[src/rtl/nav_io_pkg.sv]
// Constants shared by the navigation discrete annunciator and switch logic.
// Assumes a single 40 MHz system clock; every timing count derives from it.
`default_nettype none

package nav_io_pkg;

  // Clock rate and timing figures
  localparam int CLK_KHZ = 40_000;
  localparam int T_DEBOUNCE_MS = 10;
  localparam int T_BLINK_HALF_MS = 250;
  localparam int T_SECOND_MS = 1000;
  localparam int T_MARK_MS = 1;
  localparam int T_ALARM_S = 10;
  localparam int DEBOUNCE_CYCLES = CLK_KHZ * T_DEBOUNCE_MS;
  localparam int BLINK_HALF_CYCLES = CLK_KHZ * T_BLINK_HALF_MS;
  localparam int SECOND_CYCLES = CLK_KHZ * T_SECOND_MS;
  localparam int MARK_CYCLES = CLK_KHZ * T_MARK_MS;
  localparam int ALARM_CYCLES = CLK_KHZ * 1000 * T_ALARM_S;

  // Register byte offsets
  localparam logic [7:0] REG_NAV_STATE = 8'h00;
  localparam logic [7:0] REG_EVENT = 8'h04;
  localparam logic [7:0] REG_STATUS = 8'h08;
  localparam logic [7:0] REG_STANDBY = 8'h0C;
  localparam logic [7:0] REG_PRESET_BASE = 8'h10;

  // Navigation state register fields
  localparam int NAV_W = 16;
  localparam logic [NAV_W-1:0] NAV_RESET = 16'h0000;
  localparam int NAV_MSG_ACTIVE = 0;
  localparam int NAV_TURN_PENDING = 1;
  localparam int NAV_IN_TURN = 2;
  localparam int NAV_ALARM_SET = 3;
  localparam int NAV_IN_ALARM_RADIUS = 4;
  localparam int NAV_NEAR_ARRIVAL = 5;
  localparam int NAV_APPROACH_NAV = 6;
  localparam int NAV_WITHIN_TERMINAL = 7;
  localparam int NAV_SCALE_LE_1NM = 8;
  localparam int NAV_APPROACH_ACTIVE = 9;
  localparam int NAV_INTEGRITY_FAULT = 10;
  localparam int NAV_SATNAV_APPR_MODE = 11;
  localparam int NAV_SCALE_0P3 = 12;
  localparam int NAV_ILS_TUNED = 13;
  localparam int NAV_SINGLE_INDICATOR = 14;
  localparam int NAV_SEQ_SUSPENDED = 15;

  // Event register bits, write one to act
  localparam int EV_MSG_NEW = 0;
  localparam int EV_KEY_SOURCE = 1;
  localparam int EV_KEY_COURSE_HOLD = 2;
  localparam int EV_MSG_ACK = 3;

  // Status register fields
  localparam int ST_SOURCE_VLOC = 0;
  localparam int ST_COURSE_HOLD = 1;
  localparam int ST_SIM_MODE = 2;
  localparam int ST_MSG_FLASH = 3;
  localparam int ST_ALARM_FLASH = 4;
  localparam int ST_TIME_MARK = 5;
  localparam int ST_IDX_LSB = 8;
  localparam int ST_OE_LSB = 16;

  // Switch input indexes
  localparam int NUM_SW = 4;
  localparam int SW_SOURCE = 0;
  localparam int SW_COURSE_HOLD = 1;
  localparam int SW_PRESET = 2;
  localparam int SW_STRAP = 3;

  // Sinking output indexes
  localparam int NUM_OUT = 10;
  localparam int OUT_MSG = 0;
  localparam int OUT_WAYPOINT = 1;
  localparam int OUT_VOR_LOC = 2;
  localparam int OUT_SATNAV = 3;
  localparam int OUT_COURSE_HOLD = 4;
  localparam int OUT_TERMINAL = 5;
  localparam int OUT_APPROACH = 6;
  localparam int OUT_INTEGRITY = 7;
  localparam int OUT_APPR_GAIN = 8;
  localparam int OUT_GUIDANCE_SEL = 9;

  localparam int FREQ_W = 16;
  localparam int NUM_PRESETS = 4;

endpackage : nav_io_pkg

`default_nettype wire

[src/rtl/blink_timer.sv]
// Shared flash timer: square wave with a fixed half period.
// Assumes one free-running clock; every flashing lamp uses this phase.
`default_nettype none

module blink_timer #(
  parameter int HALF_CYCLES = nav_io_pkg::BLINK_HALF_CYCLES
) (
  // Clock and reset
  input wire logic clk,
  input wire logic arst_n,
  // Flash phase
  output logic phase
);

  localparam int CW = $clog2(HALF_CYCLES + 1);

  typedef struct packed {
    logic [CW-1:0] cnt;
    logic phase;
  } blink_t;

  blink_t st;
  blink_t next_st;

  always_comb
  begin
    next_st = st;
    if (st.cnt == CW'(HALF_CYCLES - 1))
    begin
      // Equal halves give the 50 percent duty
      next_st.cnt = '0;
      next_st.phase = ~st.phase;
    end
    else
    begin
      next_st.cnt = st.cnt + CW'(1);
    end
  end

  always_ff @(posedge clk or negedge arst_n)
  begin
    if (!arst_n)
    begin
      st <= '{cnt: '0, phase: 1'b0};
    end
    else
    begin
      st <= next_st;
    end
  end

  assign phase = st.phase;

endmodule : blink_timer

`default_nettype wire

[src/rtl/nav_discrete_annunciator_io.sv]
// Navigation discrete I/O: lamps, guidance discretes, switches, time mark.
// Assumes a 40 MHz clock, an AHB-Lite master for navigation state, and
// external sinking drivers resolved from DISC_OE.
//
// Function
// - Message lamp flashes on a new message, steady while messages remain.
// - Waypoint lamp flashes within 10 s of a course-change turn point.
// - Waypoint lamp steady during a turn until it completes.
// - With arrival alarm set, entering alarm radius flashes waypoint lamp 10 s.
// - Without arrival alarm, waypoint lamp flashes within 10 s of arrival.
// - Source toggle low swaps satellite and VOR/localizer source like the key.
// - Single indicator: VOR/localizer lamp lit while that data is shown.
// - Single indicator: satellite lamp lit while satellite data is shown.
// - Course-hold toggle low swaps course-hold and automatic sequencing.
// - Course-hold lamp lit with course-hold or sequencing-suspended shown.
// - Terminal lamp: approach navigation, within 30 nm, scale 1.0 nm or less.
// - Approach lamp lit during approach navigation with approach active.
// - Integrity lamp lit on position error or unknown integrity.
// - Approach gain: satellite with approach or 0.3 nmi, or VOR with ILS.
// - Simulation strap sampled once at power-up; low selects simulation.
// - Guidance select low only with satellite data shown and gain inactive.
// - Second mark 1 ms wide every 1.0 s, timed from satellite reference.
// - Each preset step low loads next preset into standby frequency.
// - Switch inputs asserted near ground, deasserted at supply level.
// - Lamp and discrete outputs are active-low sinking drivers.
`default_nettype none

module nav_discrete_annunciator_io #(
  parameter int DEBOUNCE_CYCLES = nav_io_pkg::DEBOUNCE_CYCLES,
  parameter int BLINK_HALF_CYCLES = nav_io_pkg::BLINK_HALF_CYCLES,
  parameter int SECOND_CYCLES = nav_io_pkg::SECOND_CYCLES,
  parameter int MARK_CYCLES = nav_io_pkg::MARK_CYCLES,
  parameter int ALARM_CYCLES = nav_io_pkg::ALARM_CYCLES,
  parameter int NUM_PRESETS = nav_io_pkg::NUM_PRESETS
) (
  // Clock and reset
  input wire logic SYS_CLK,
  input wire logic ARST_N,
  // AHB-Lite slave
  input wire logic HSEL,
  input wire logic [31:0] HADDR,
  input wire logic [1:0] HTRANS,
  input wire logic HWRITE,
  input wire logic [2:0] HSIZE,
  input wire logic [31:0] HWDATA,
  input wire logic HREADY,
  output logic [31:0] HRDATA,
  output logic HREADYOUT,
  output logic HRESP,
  // Switch pins, low when grounded
  input wire logic NAV_SOURCE_TOGGLE_IN_N,
  input wire logic COURSE_HOLD_TOGGLE_IN_N,
  input wire logic PRESET_STEP_IN_N,
  input wire logic SIM_STRAP_IN_N,
  // Satellite time reference pin
  input wire logic TIME_REF_IN,
  // Sinking discrete outputs
  output logic [nav_io_pkg::NUM_OUT-1:0] DISC_OUT_N,
  output logic [nav_io_pkg::NUM_OUT-1:0] DISC_OE,
  // Logic-level second mark
  output logic TIME_MARK_OUT
);

  localparam int IW = (NUM_PRESETS > 1) ? $clog2(NUM_PRESETS) : 1;
  localparam int SW = $clog2(SECOND_CYCLES + 1);
  localparam int MW = $clog2(MARK_CYCLES + 1);
  localparam int AW = $clog2(ALARM_CYCLES + 1);
  localparam int FW = nav_io_pkg::FREQ_W;
  localparam int NO = nav_io_pkg::NUM_OUT;

  typedef struct packed {
    logic wr_pend;
    logic [7:0] waddr;
    logic [31:0] hrdata;
    logic [nav_io_pkg::NAV_W-1:0] nav;
    logic [NUM_PRESETS-1:0][FW-1:0] preset;
    logic [IW-1:0] preset_idx;
    logic [FW-1:0] standby;
    logic source_vloc;
    logic course_hold;
    logic sim_mode;
    logic strap_taken;
    logic msg_flash;
    logic radius_q;
    logic [AW-1:0] alarm_cnt;
    logic ref_s1;
    logic ref_s2;
    logic ref_s3;
    logic [SW-1:0] sec_cnt;
    logic [MW-1:0] mark_cnt;
    logic mark;
    logic [NO-1:0] oe;
  } io_t;

  io_t st;
  io_t next_st;

  logic [nav_io_pkg::NUM_SW-1:0] sw_pin_n;
  logic [nav_io_pkg::NUM_SW-1:0] sw_level_n;
  logic [nav_io_pkg::NUM_SW-1:0] sw_fall;
  logic [nav_io_pkg::NUM_SW-1:0] sw_ready;
  logic blink;

  assign sw_pin_n[nav_io_pkg::SW_SOURCE] = NAV_SOURCE_TOGGLE_IN_N;
  assign sw_pin_n[nav_io_pkg::SW_COURSE_HOLD] = COURSE_HOLD_TOGGLE_IN_N;
  assign sw_pin_n[nav_io_pkg::SW_PRESET] = PRESET_STEP_IN_N;
  assign sw_pin_n[nav_io_pkg::SW_STRAP] = SIM_STRAP_IN_N;

  genvar gi;
  generate
    for (gi = 0; gi < nav_io_pkg::NUM_SW; gi++)
    begin : g_sw
      switch_debounce #(
        .DEBOUNCE_CYCLES(DEBOUNCE_CYCLES)
      ) u_deb (
        .clk(SYS_CLK),
        .arst_n(ARST_N),
        .pin_n(sw_pin_n[gi]),
        .level_n(sw_level_n[gi]),
        .fall(sw_fall[gi]),
        .ready(sw_ready[gi])
      );
    end
  endgenerate

  blink_timer #(
    .HALF_CYCLES(BLINK_HALF_CYCLES)
  ) u_blink (
    .clk(SYS_CLK),
    .arst_n(ARST_N),
    .phase(blink)
  );

  always_comb
  begin
    logic [31:0] rd;
    logic [3:0] ev;
    logic wpt_flash;
    logic gain;
    logic ref_rise;
    logic start_mark;
    logic [7:0] rel;
    next_st = st;
    rd = 32'h0000_0000;
    ev = 4'h0;
    rel = 8'h00;
    wpt_flash = 1'b0;
    gain = 1'b0;
    ref_rise = 1'b0;
    start_mark = 1'b0;

    // Read data is captured at the address phase
    if (HADDR[7:0] == nav_io_pkg::REG_NAV_STATE)
    begin
      rd[nav_io_pkg::NAV_W-1:0] = st.nav;
    end
    else if (HADDR[7:0] == nav_io_pkg::REG_STATUS)
    begin
      rd[nav_io_pkg::ST_SOURCE_VLOC] = st.source_vloc;
      rd[nav_io_pkg::ST_COURSE_HOLD] = st.course_hold;
      rd[nav_io_pkg::ST_SIM_MODE] = st.sim_mode;
      rd[nav_io_pkg::ST_MSG_FLASH] = st.msg_flash;
      rd[nav_io_pkg::ST_ALARM_FLASH] = (st.alarm_cnt != '0);
      rd[nav_io_pkg::ST_TIME_MARK] = st.mark;
      rd[nav_io_pkg::ST_IDX_LSB +: IW] = st.preset_idx;
      rd[nav_io_pkg::ST_OE_LSB +: NO] = st.oe;
    end
    else if (HADDR[7:0] == nav_io_pkg::REG_STANDBY)
    begin
      rd[FW-1:0] = st.standby;
    end
    else
    begin
      for (int i = 0; i < NUM_PRESETS; i++)
      begin
        if (HADDR[7:0] == nav_io_pkg::REG_PRESET_BASE + 8'(4 * i))
        begin
          rd[FW-1:0] = st.preset[i];
        end
      end
    end
    if (HSEL && HREADY && HTRANS[1])
    begin
      next_st.wr_pend = HWRITE && (HSIZE == 3'b010);
      next_st.waddr = HADDR[7:0];
      next_st.hrdata = HWRITE ? 32'h0000_0000 : rd;
    end
    else
    begin
      next_st.wr_pend = 1'b0;
    end

    // Data phase write
    if (st.wr_pend)
    begin
      if (st.waddr == nav_io_pkg::REG_NAV_STATE)
      begin
        next_st.nav = HWDATA[nav_io_pkg::NAV_W-1:0];
      end
      else if (st.waddr == nav_io_pkg::REG_EVENT)
      begin
        ev = HWDATA[3:0];
      end
      rel = st.waddr - nav_io_pkg::REG_PRESET_BASE;
      for (int i = 0; i < NUM_PRESETS; i++)
      begin
        if (rel == 8'(4 * i))
        begin
          next_st.preset[i] = HWDATA[FW-1:0];
        end
      end
    end

    // Pin and front-panel key act alike
    if (sw_fall[nav_io_pkg::SW_SOURCE] || ev[nav_io_pkg::EV_KEY_SOURCE])
    begin
      next_st.source_vloc = ~st.source_vloc;
    end
    if (sw_fall[nav_io_pkg::SW_COURSE_HOLD] || ev[nav_io_pkg::EV_KEY_COURSE_HOLD])
    begin
      next_st.course_hold = ~st.course_hold;
    end
    if (sw_fall[nav_io_pkg::SW_PRESET])
    begin
      next_st.standby = st.preset[st.preset_idx];
      next_st.preset_idx = (st.preset_idx == IW'(NUM_PRESETS - 1)) ? '0 : st.preset_idx + IW'(1);
    end
    // Strap is taken once, after its first settled reading
    if (!st.strap_taken && sw_ready[nav_io_pkg::SW_STRAP])
    begin
      next_st.strap_taken = 1'b1;
      next_st.sim_mode = ~sw_level_n[nav_io_pkg::SW_STRAP];
    end

    // Flash until acknowledged or no message is active; a new message beats a same-cycle clear
    if (ev[nav_io_pkg::EV_MSG_ACK] || !st.nav[nav_io_pkg::NAV_MSG_ACTIVE])
    begin
      next_st.msg_flash = 1'b0;
    end
    if (ev[nav_io_pkg::EV_MSG_NEW])
    begin
      next_st.msg_flash = 1'b1;
    end

    // Arrival alarm: one 10 s flash per radius entry
    next_st.radius_q = st.nav[nav_io_pkg::NAV_IN_ALARM_RADIUS];
    if (st.nav[nav_io_pkg::NAV_ALARM_SET] && st.nav[nav_io_pkg::NAV_IN_ALARM_RADIUS] && !st.radius_q)
    begin
      next_st.alarm_cnt = AW'(ALARM_CYCLES);
    end
    else if (st.alarm_cnt != '0)
    begin
      next_st.alarm_cnt = st.alarm_cnt - AW'(1);
    end

    // Second mark: free-running, pulled into step by each rising reference edge
    next_st.ref_s1 = TIME_REF_IN;
    next_st.ref_s2 = st.ref_s1;
    next_st.ref_s3 = st.ref_s2;
    ref_rise = st.ref_s2 && !st.ref_s3;
    if (ref_rise || st.sec_cnt == SW'(SECOND_CYCLES - 1))
    begin
      next_st.sec_cnt = '0;
      start_mark = 1'b1;
    end
    else
    begin
      next_st.sec_cnt = st.sec_cnt + SW'(1);
    end
    // A start during a pulse is dropped so the width stays exact
    if (st.mark)
    begin
      if (st.mark_cnt == '0)
      begin
        next_st.mark = 1'b0;
      end
      else
      begin
        next_st.mark_cnt = st.mark_cnt - MW'(1);
      end
    end
    else if (start_mark)
    begin
      next_st.mark = 1'b1;
      next_st.mark_cnt = MW'(MARK_CYCLES - 1);
    end

    // Lamp and discrete decode
    wpt_flash = st.nav[nav_io_pkg::NAV_TURN_PENDING]
      || (st.alarm_cnt != '0)
      || (!st.nav[nav_io_pkg::NAV_ALARM_SET] && st.nav[nav_io_pkg::NAV_NEAR_ARRIVAL]);
    gain = (!st.source_vloc && (st.nav[nav_io_pkg::NAV_SATNAV_APPR_MODE] || st.nav[nav_io_pkg::NAV_SCALE_0P3]))
      || (st.source_vloc && st.nav[nav_io_pkg::NAV_ILS_TUNED]);
    next_st.oe[nav_io_pkg::OUT_MSG] = st.msg_flash ? blink : st.nav[nav_io_pkg::NAV_MSG_ACTIVE];
    next_st.oe[nav_io_pkg::OUT_WAYPOINT] = st.nav[nav_io_pkg::NAV_IN_TURN] || (wpt_flash && blink);
    next_st.oe[nav_io_pkg::OUT_VOR_LOC] = st.nav[nav_io_pkg::NAV_SINGLE_INDICATOR] && st.source_vloc;
    next_st.oe[nav_io_pkg::OUT_SATNAV] = st.nav[nav_io_pkg::NAV_SINGLE_INDICATOR] && !st.source_vloc;
    next_st.oe[nav_io_pkg::OUT_COURSE_HOLD] = st.course_hold || st.nav[nav_io_pkg::NAV_SEQ_SUSPENDED];
    next_st.oe[nav_io_pkg::OUT_TERMINAL] = st.nav[nav_io_pkg::NAV_APPROACH_NAV]
      && st.nav[nav_io_pkg::NAV_WITHIN_TERMINAL] && st.nav[nav_io_pkg::NAV_SCALE_LE_1NM];
    next_st.oe[nav_io_pkg::OUT_APPROACH] = st.nav[nav_io_pkg::NAV_APPROACH_NAV]
      && st.nav[nav_io_pkg::NAV_APPROACH_ACTIVE];
    next_st.oe[nav_io_pkg::OUT_INTEGRITY] = st.nav[nav_io_pkg::NAV_INTEGRITY_FAULT];
    next_st.oe[nav_io_pkg::OUT_APPR_GAIN] = gain;
    next_st.oe[nav_io_pkg::OUT_GUIDANCE_SEL] = !st.source_vloc && !gain;
  end

  always_ff @(posedge SYS_CLK or negedge ARST_N)
  begin
    if (!ARST_N)
    begin
      st <= '0;
    end
    else
    begin
      st <= next_st;
    end
  end

  assign HRDATA = st.hrdata;
  assign HREADYOUT = 1'b1;
  assign HRESP = 1'b0;
  // Sink drivers pull low only when enabled
  assign DISC_OUT_N = '0;
  assign DISC_OE = st.oe;
  assign TIME_MARK_OUT = st.mark;

  // Helper: length of the current time mark pulse
  logic [MW:0] mark_len;
  always_ff @(posedge SYS_CLK or negedge ARST_N)
  begin
    if (!ARST_N)
    begin
      mark_len <= '0;
    end
    else
    begin
      mark_len <= st.mark ? mark_len + (MW+1)'(1) : '0;
    end
  end
endmodule : nav_discrete_annunciator_io

`default_nettype wire

[src/rtl/switch_debounce.sv]
// Debouncer for one grounded switch input with a falling-edge pulse.
// Assumes the pin is asynchronous to clk and active low.
`default_nettype none

module switch_debounce #(
  parameter int DEBOUNCE_CYCLES = nav_io_pkg::DEBOUNCE_CYCLES
) (
  // Clock and reset
  input wire logic clk,
  input wire logic arst_n,
  // Pin and result
  input wire logic pin_n,
  output logic level_n,
  output logic fall,
  output logic ready
);

  localparam int CW = $clog2(DEBOUNCE_CYCLES + 1);

  typedef struct packed {
    logic s1;
    logic s2;
    logic s3;
    logic [CW-1:0] cnt;
    logic level_n;
    logic fall;
    logic ready;
  } deb_t;

  deb_t st;
  deb_t next_st;

  always_comb
  begin
    next_st = st;
    next_st.s1 = pin_n;
    next_st.s2 = st.s1;
    next_st.s3 = st.s2;
    next_st.fall = 1'b0;
    if (st.s2 != st.s3)
    begin
      next_st.cnt = '0;
    end
    else if (st.cnt == CW'(DEBOUNCE_CYCLES - 1))
    begin
      // Stable long enough; a held low never repeats the pulse
      next_st.level_n = st.s3;
      next_st.fall = st.level_n & ~st.s3;
      next_st.ready = 1'b1;
    end
    else
    begin
      next_st.cnt = st.cnt + CW'(1);
    end
  end

  always_ff @(posedge clk or negedge arst_n)
  begin
    if (!arst_n)
    begin
      st <= '{s1: 1'b1, s2: 1'b1, s3: 1'b1, cnt: '0, level_n: 1'b1, fall: 1'b0, ready: 1'b0};
    end
    else
    begin
      st <= next_st;
    end
  end

  assign level_n = st.level_n;
  assign fall = st.fall;
  assign ready = st.ready;
endmodule : switch_debounce

`default_nettype wire

[config.mk]
export PLATFORM = sky130hd
export DESIGN_NAME = nav_discrete_annunciator_io
export DESIGN_NICKNAME = d
export VERILOG_FILES = /design/src/rtl/nav_io_pkg.sv /design/src/rtl/blink_timer.sv /design/src/rtl/nav_discrete_annunciator_io.sv /design/src/rtl/switch_debounce.sv
export SDC_FILE = /design/constraint.sdc
export NUM_CORES = 1
export LEC_CHECK = 0
export BUFFER_PORTS_ARGS = -buffer_cell sky130_fd_sc_hd__buf_2
export CAP_MARGIN = 20
export CORE_MARGIN = 2
export CORE_UTILIZATION = 59
export CTS_CLUSTER_SIZE = 30
export DETAILED_ROUTE_END_ITERATION = 8
export GPL_TIMING_DRIVEN = 0
export HOLD_SLACK_MARGIN = 0.15
export MAX_ROUTING_LAYER = met4
export PLACE_DENSITY = 0.85
export SLEW_MARGIN = 15
export SYNTH_ARGS = -nofsm -noshare
export SYNTH_HDL_FRONTEND = slang
export SYNTH_SLANG_ARGS = --single-unit
[constraint.sdc]
create_clock -name SYS_CLK -period 6.7 [get_ports SYS_CLK]
set_input_delay 0.335 -clock SYS_CLK [delete_from_list [all_inputs] [get_ports SYS_CLK]]
set_output_delay 0.335 -clock SYS_CLK [all_outputs]
set_load 0.005 [all_outputs]
==> results.cfg <==
[outcome]
status = finished clean

[synthesis]
netlist.area_leader.share = 0.4919
synth_edf_count = 0
synth_area_leaders = dfrtp_1 49%, mux2_2 7.2%, xor2_1 3.8%
synth_flop_cell = dfrtp_1
yosysWarnings = 0
netlist_instances = 1541
yosysTopAreaCell = dfrtp_1
synth_area_um2 = 16740
yosysSeqAreaShare = 0.5170
ys_ff_latch = 345
synth.distinct_cells = 71
syn_area_per_cell_um2 = 10.86
ys_async_sr_fraction = 1.000

[setup_path]
critPathLaunchType = primary input
cp_top_family = simple AND/OR/NAND/NOR gates
critPathBufInv = 3
r2r_start = st[226]$_DFFE_PN0P_
crit_path_end_kind = flop
path_depth = 8
rrSetupSlack_ps = 3880
critPathKind = in2reg
r2r_end = st[150]$_DFFE_PN0P_
reg2reg_depth = 6
cp.arrival_ps = 3320
slowest_delay_ps = 570
crit_path_cell_trace = dlygate4sd3_1 > buf_2 > nor3_1 > nand4_1 > or3_1 > clkbuf_1 > nor2_1 > a22o_1
required_ps = 7140
slowest_stage = nor2_1
critical_path.max_fanout = 10

[drt]
wl_per_cell_um = 18.56
drc = 0
postRouteAntennaNets = 0
drtIter0Drc = 1339
vias = 12870
viasPerCell = 6.131
wirelength_um = 38960
drt_first_pass_iters = 6

[min_path]
min_to = st[119]$_DFFE_PN0P_
holdCritPathClass = in2reg
worstHoldPathCells = 2
min_from = HWDATA[10]

[floorplanning]
die_h_um = 172.4
die_w_um = 172.4
core_area_um2 = 27860
die_area_um2 = 29730
io_pins = 134
initial_core_util = 0.6009
rows = 61

[placement]
io_buffers = 72
dp_hpwl_um = 24970
dp.cells = 2010
post_dp_cell_area_um2 = 17720
gp_congestion = 0.9070

[clock_tree]
clk_pin_slew_worst_paths_ps = 60
cts_tree = yes
postCtsHoldBufs = 18
clkLatencyLatePin_ps = 510
clockRootBuffer = clkbuf_16
cts_buffer_depth = 3
post_cts_buffers = 0
cts_made_buffers = 37
cts.sinks = 345
cts-htree-levels = 2
post_cts_resized = 0

[sta]
setup_violations = 0
slew_violations = 0
hold_slack_ps = 163.6
finalCritPeriodShare = 0.4290
post-route-min-period_ps = 2874
fin_setup_tns_ps = 0
rsz0062_at_grt = false
max_slew_margin = 0.3501
tightest_slew_ps = 965.9
final-hold-violation-count = 0
finalClockSkew_ps = 7.457
max_freq_mhz = 347.9

[final_layout]
syn2layout_area_growth_pct = 14.37
layoutNonFillerInstCount = 2099
final_layout_size_suffix_gt1_frac = 0.2152
fin_util = 0.6872
nets = 1779
final_area_um2 = 19140

[global_route]
antenna_found_initial = 6
first_global_vias = 12550
grt_use_total = 0.2721
grt-ovfl-total = 0
grt_pass1_wl_um = 63060
grt_max_degree = 105

[power]
powerDensity_nw_per_um2 = 267.2
p_leak_uw = 0.008424
ir_drop_mv = 0.1669

[run]
drv_cap = 0
==> cells in the final DEF (no fill, tap or decap), types with 8 or more instances in the layout <==
cell type,instances
buf_4,54
a211oi_1,9
dfrtp_1,329
nor4_1,29
nor2b_1,14
xor2_1,73
dlygate4sd3_1,18
clkbuf_1,51
and3_1,27
a221o_1,8
buf_2,77
and4_1,13
dfstp_2,16
clkinv_2,11
or4_1,27
a31oi_1,10
o211ai_1,10
clkbuf_16,37
a22o_1,10
mux4_2,23
or3_1,21
mux2_2,107
nand3_1,61
conb_1,18
ha_1,11
nand2_1,99
nand4_1,35
inv_1,27
o31ai_1,9
xnor2_1,43
nand2b_1,9
or2_2,12
o21ai_0,72
mux2i_1,8
nor3_1,36
a21oi_1,57
nor2_1,143
==> worst register-to-register path: cells and delay by family (launching register included) <==
family / cells / cell delay [ps]
and+or+nand+nor: 3 / 1200
buffers and inverters: 2 / 720
muxes: 1 / 410
DFF: 1 / 390
==> power by group <==
| part | total [µW] | internal, µW | switching, µW |
|---|---|---|---|
| registers | 2450 | 2260 | 185 |
| clock network | 2060 | 1220 | 832 |
| logic | 610 | 269 | 341 |
| total | 5120 | 3760 | 1360 |
==> worst max path at each step <==
stage | startpoint | to
finish | HADDR[5] | HRDATA[23]$_DFFE_PN0P_
global route | HADDR[5] | HRDATA[23]$_DFFE_PN0P_
CTS | HADDR[5] | HRDATA[23]$_DFFE_PN0P_
detailed placement | HADDR[5] | HRDATA[25]$_DFFE_PN0P_
global placement | ARST_N | g_sw[2].u_deb.st[14]$_DFFE_PN0N_
floorplan | st[59]$_DFFE_PN0P_ | st[78]$_DFFE_PN0P_
==> metrics by stage <==
step	setup WS, ps	power (µW)
global route	3707	5326
CTS	3913	5135
finish	3826	5116
detailed placement	3947	3060
floorplan	4300	2850
global placement	-1164	3004
==> logic make-up after synthesis <==
logic type | count (synthesis) | share of synthesized area
DFF | 345 | 0.5170
and+or+nand+nor | 568 | 0.1797
adders and majority gates | 11 | 0.008222
other | 2 | 0.0004487
muxes | 138 | 0.1077
xor gates and xnor gates | 116 | 0.06070
AOI/OAI and AO/OA | 217 | 0.08095
buffers and inverters | 144 | 0.04530
==> state kept, by name, indices dropped and copies added, names as in the netlist <==
signal              count
g_sw.u_deb.level_n      4
next_st                 4
TIME_MARK_OUT           1
g_sw.u_deb.ready        1
g_sw.u_deb.fall         3
HRDATA                 26
st                    183
g_sw.u_deb.st          80
DISC_OE                10
u_blink.st             24
g_sw.u_deb.next_st      8
u_blink.phase           1
==> cell type report <==
class | instances | area, µm²
well taps | 378 | 473.0
plain buffers | 116 | 653.1
clock buffers | 45 | 1006
inverters | 28 | 105.1
fillers | 1903 | 8713
multi-input cells | 1068 | 7392
repair buffers | 93 | 633.1
diodes | 6 | 15.01
clock inverters | 20 | 214.0
flip-flops and latches | 345 | 8653
==> layer usage <==
| layer | GRT usage | part of all wire |
|---|---|---|
| met5 | - | 0 |
| met4 | 0.09244 | 0.026 |
| met3 | 0.05196 | 0.074 |
| met2 | 0.4322 | 0.48 |
| met1 | 0.3544 | 0.42 |
==> synth_stat cells (29+ instances only) <==
cell type,n
dfrtp_1,329
nor2_1,143
mux2_2,107
nand2_1,99
xor2_1,73
o21ai_0,72
nand3_1,61
a21oi_1,57
buf_4,54
clkbuf_1,48
xnor2_1,43
nor3_1,36
nand4_1,35
nor4_1,29
(Power assumes the default switching activity.)
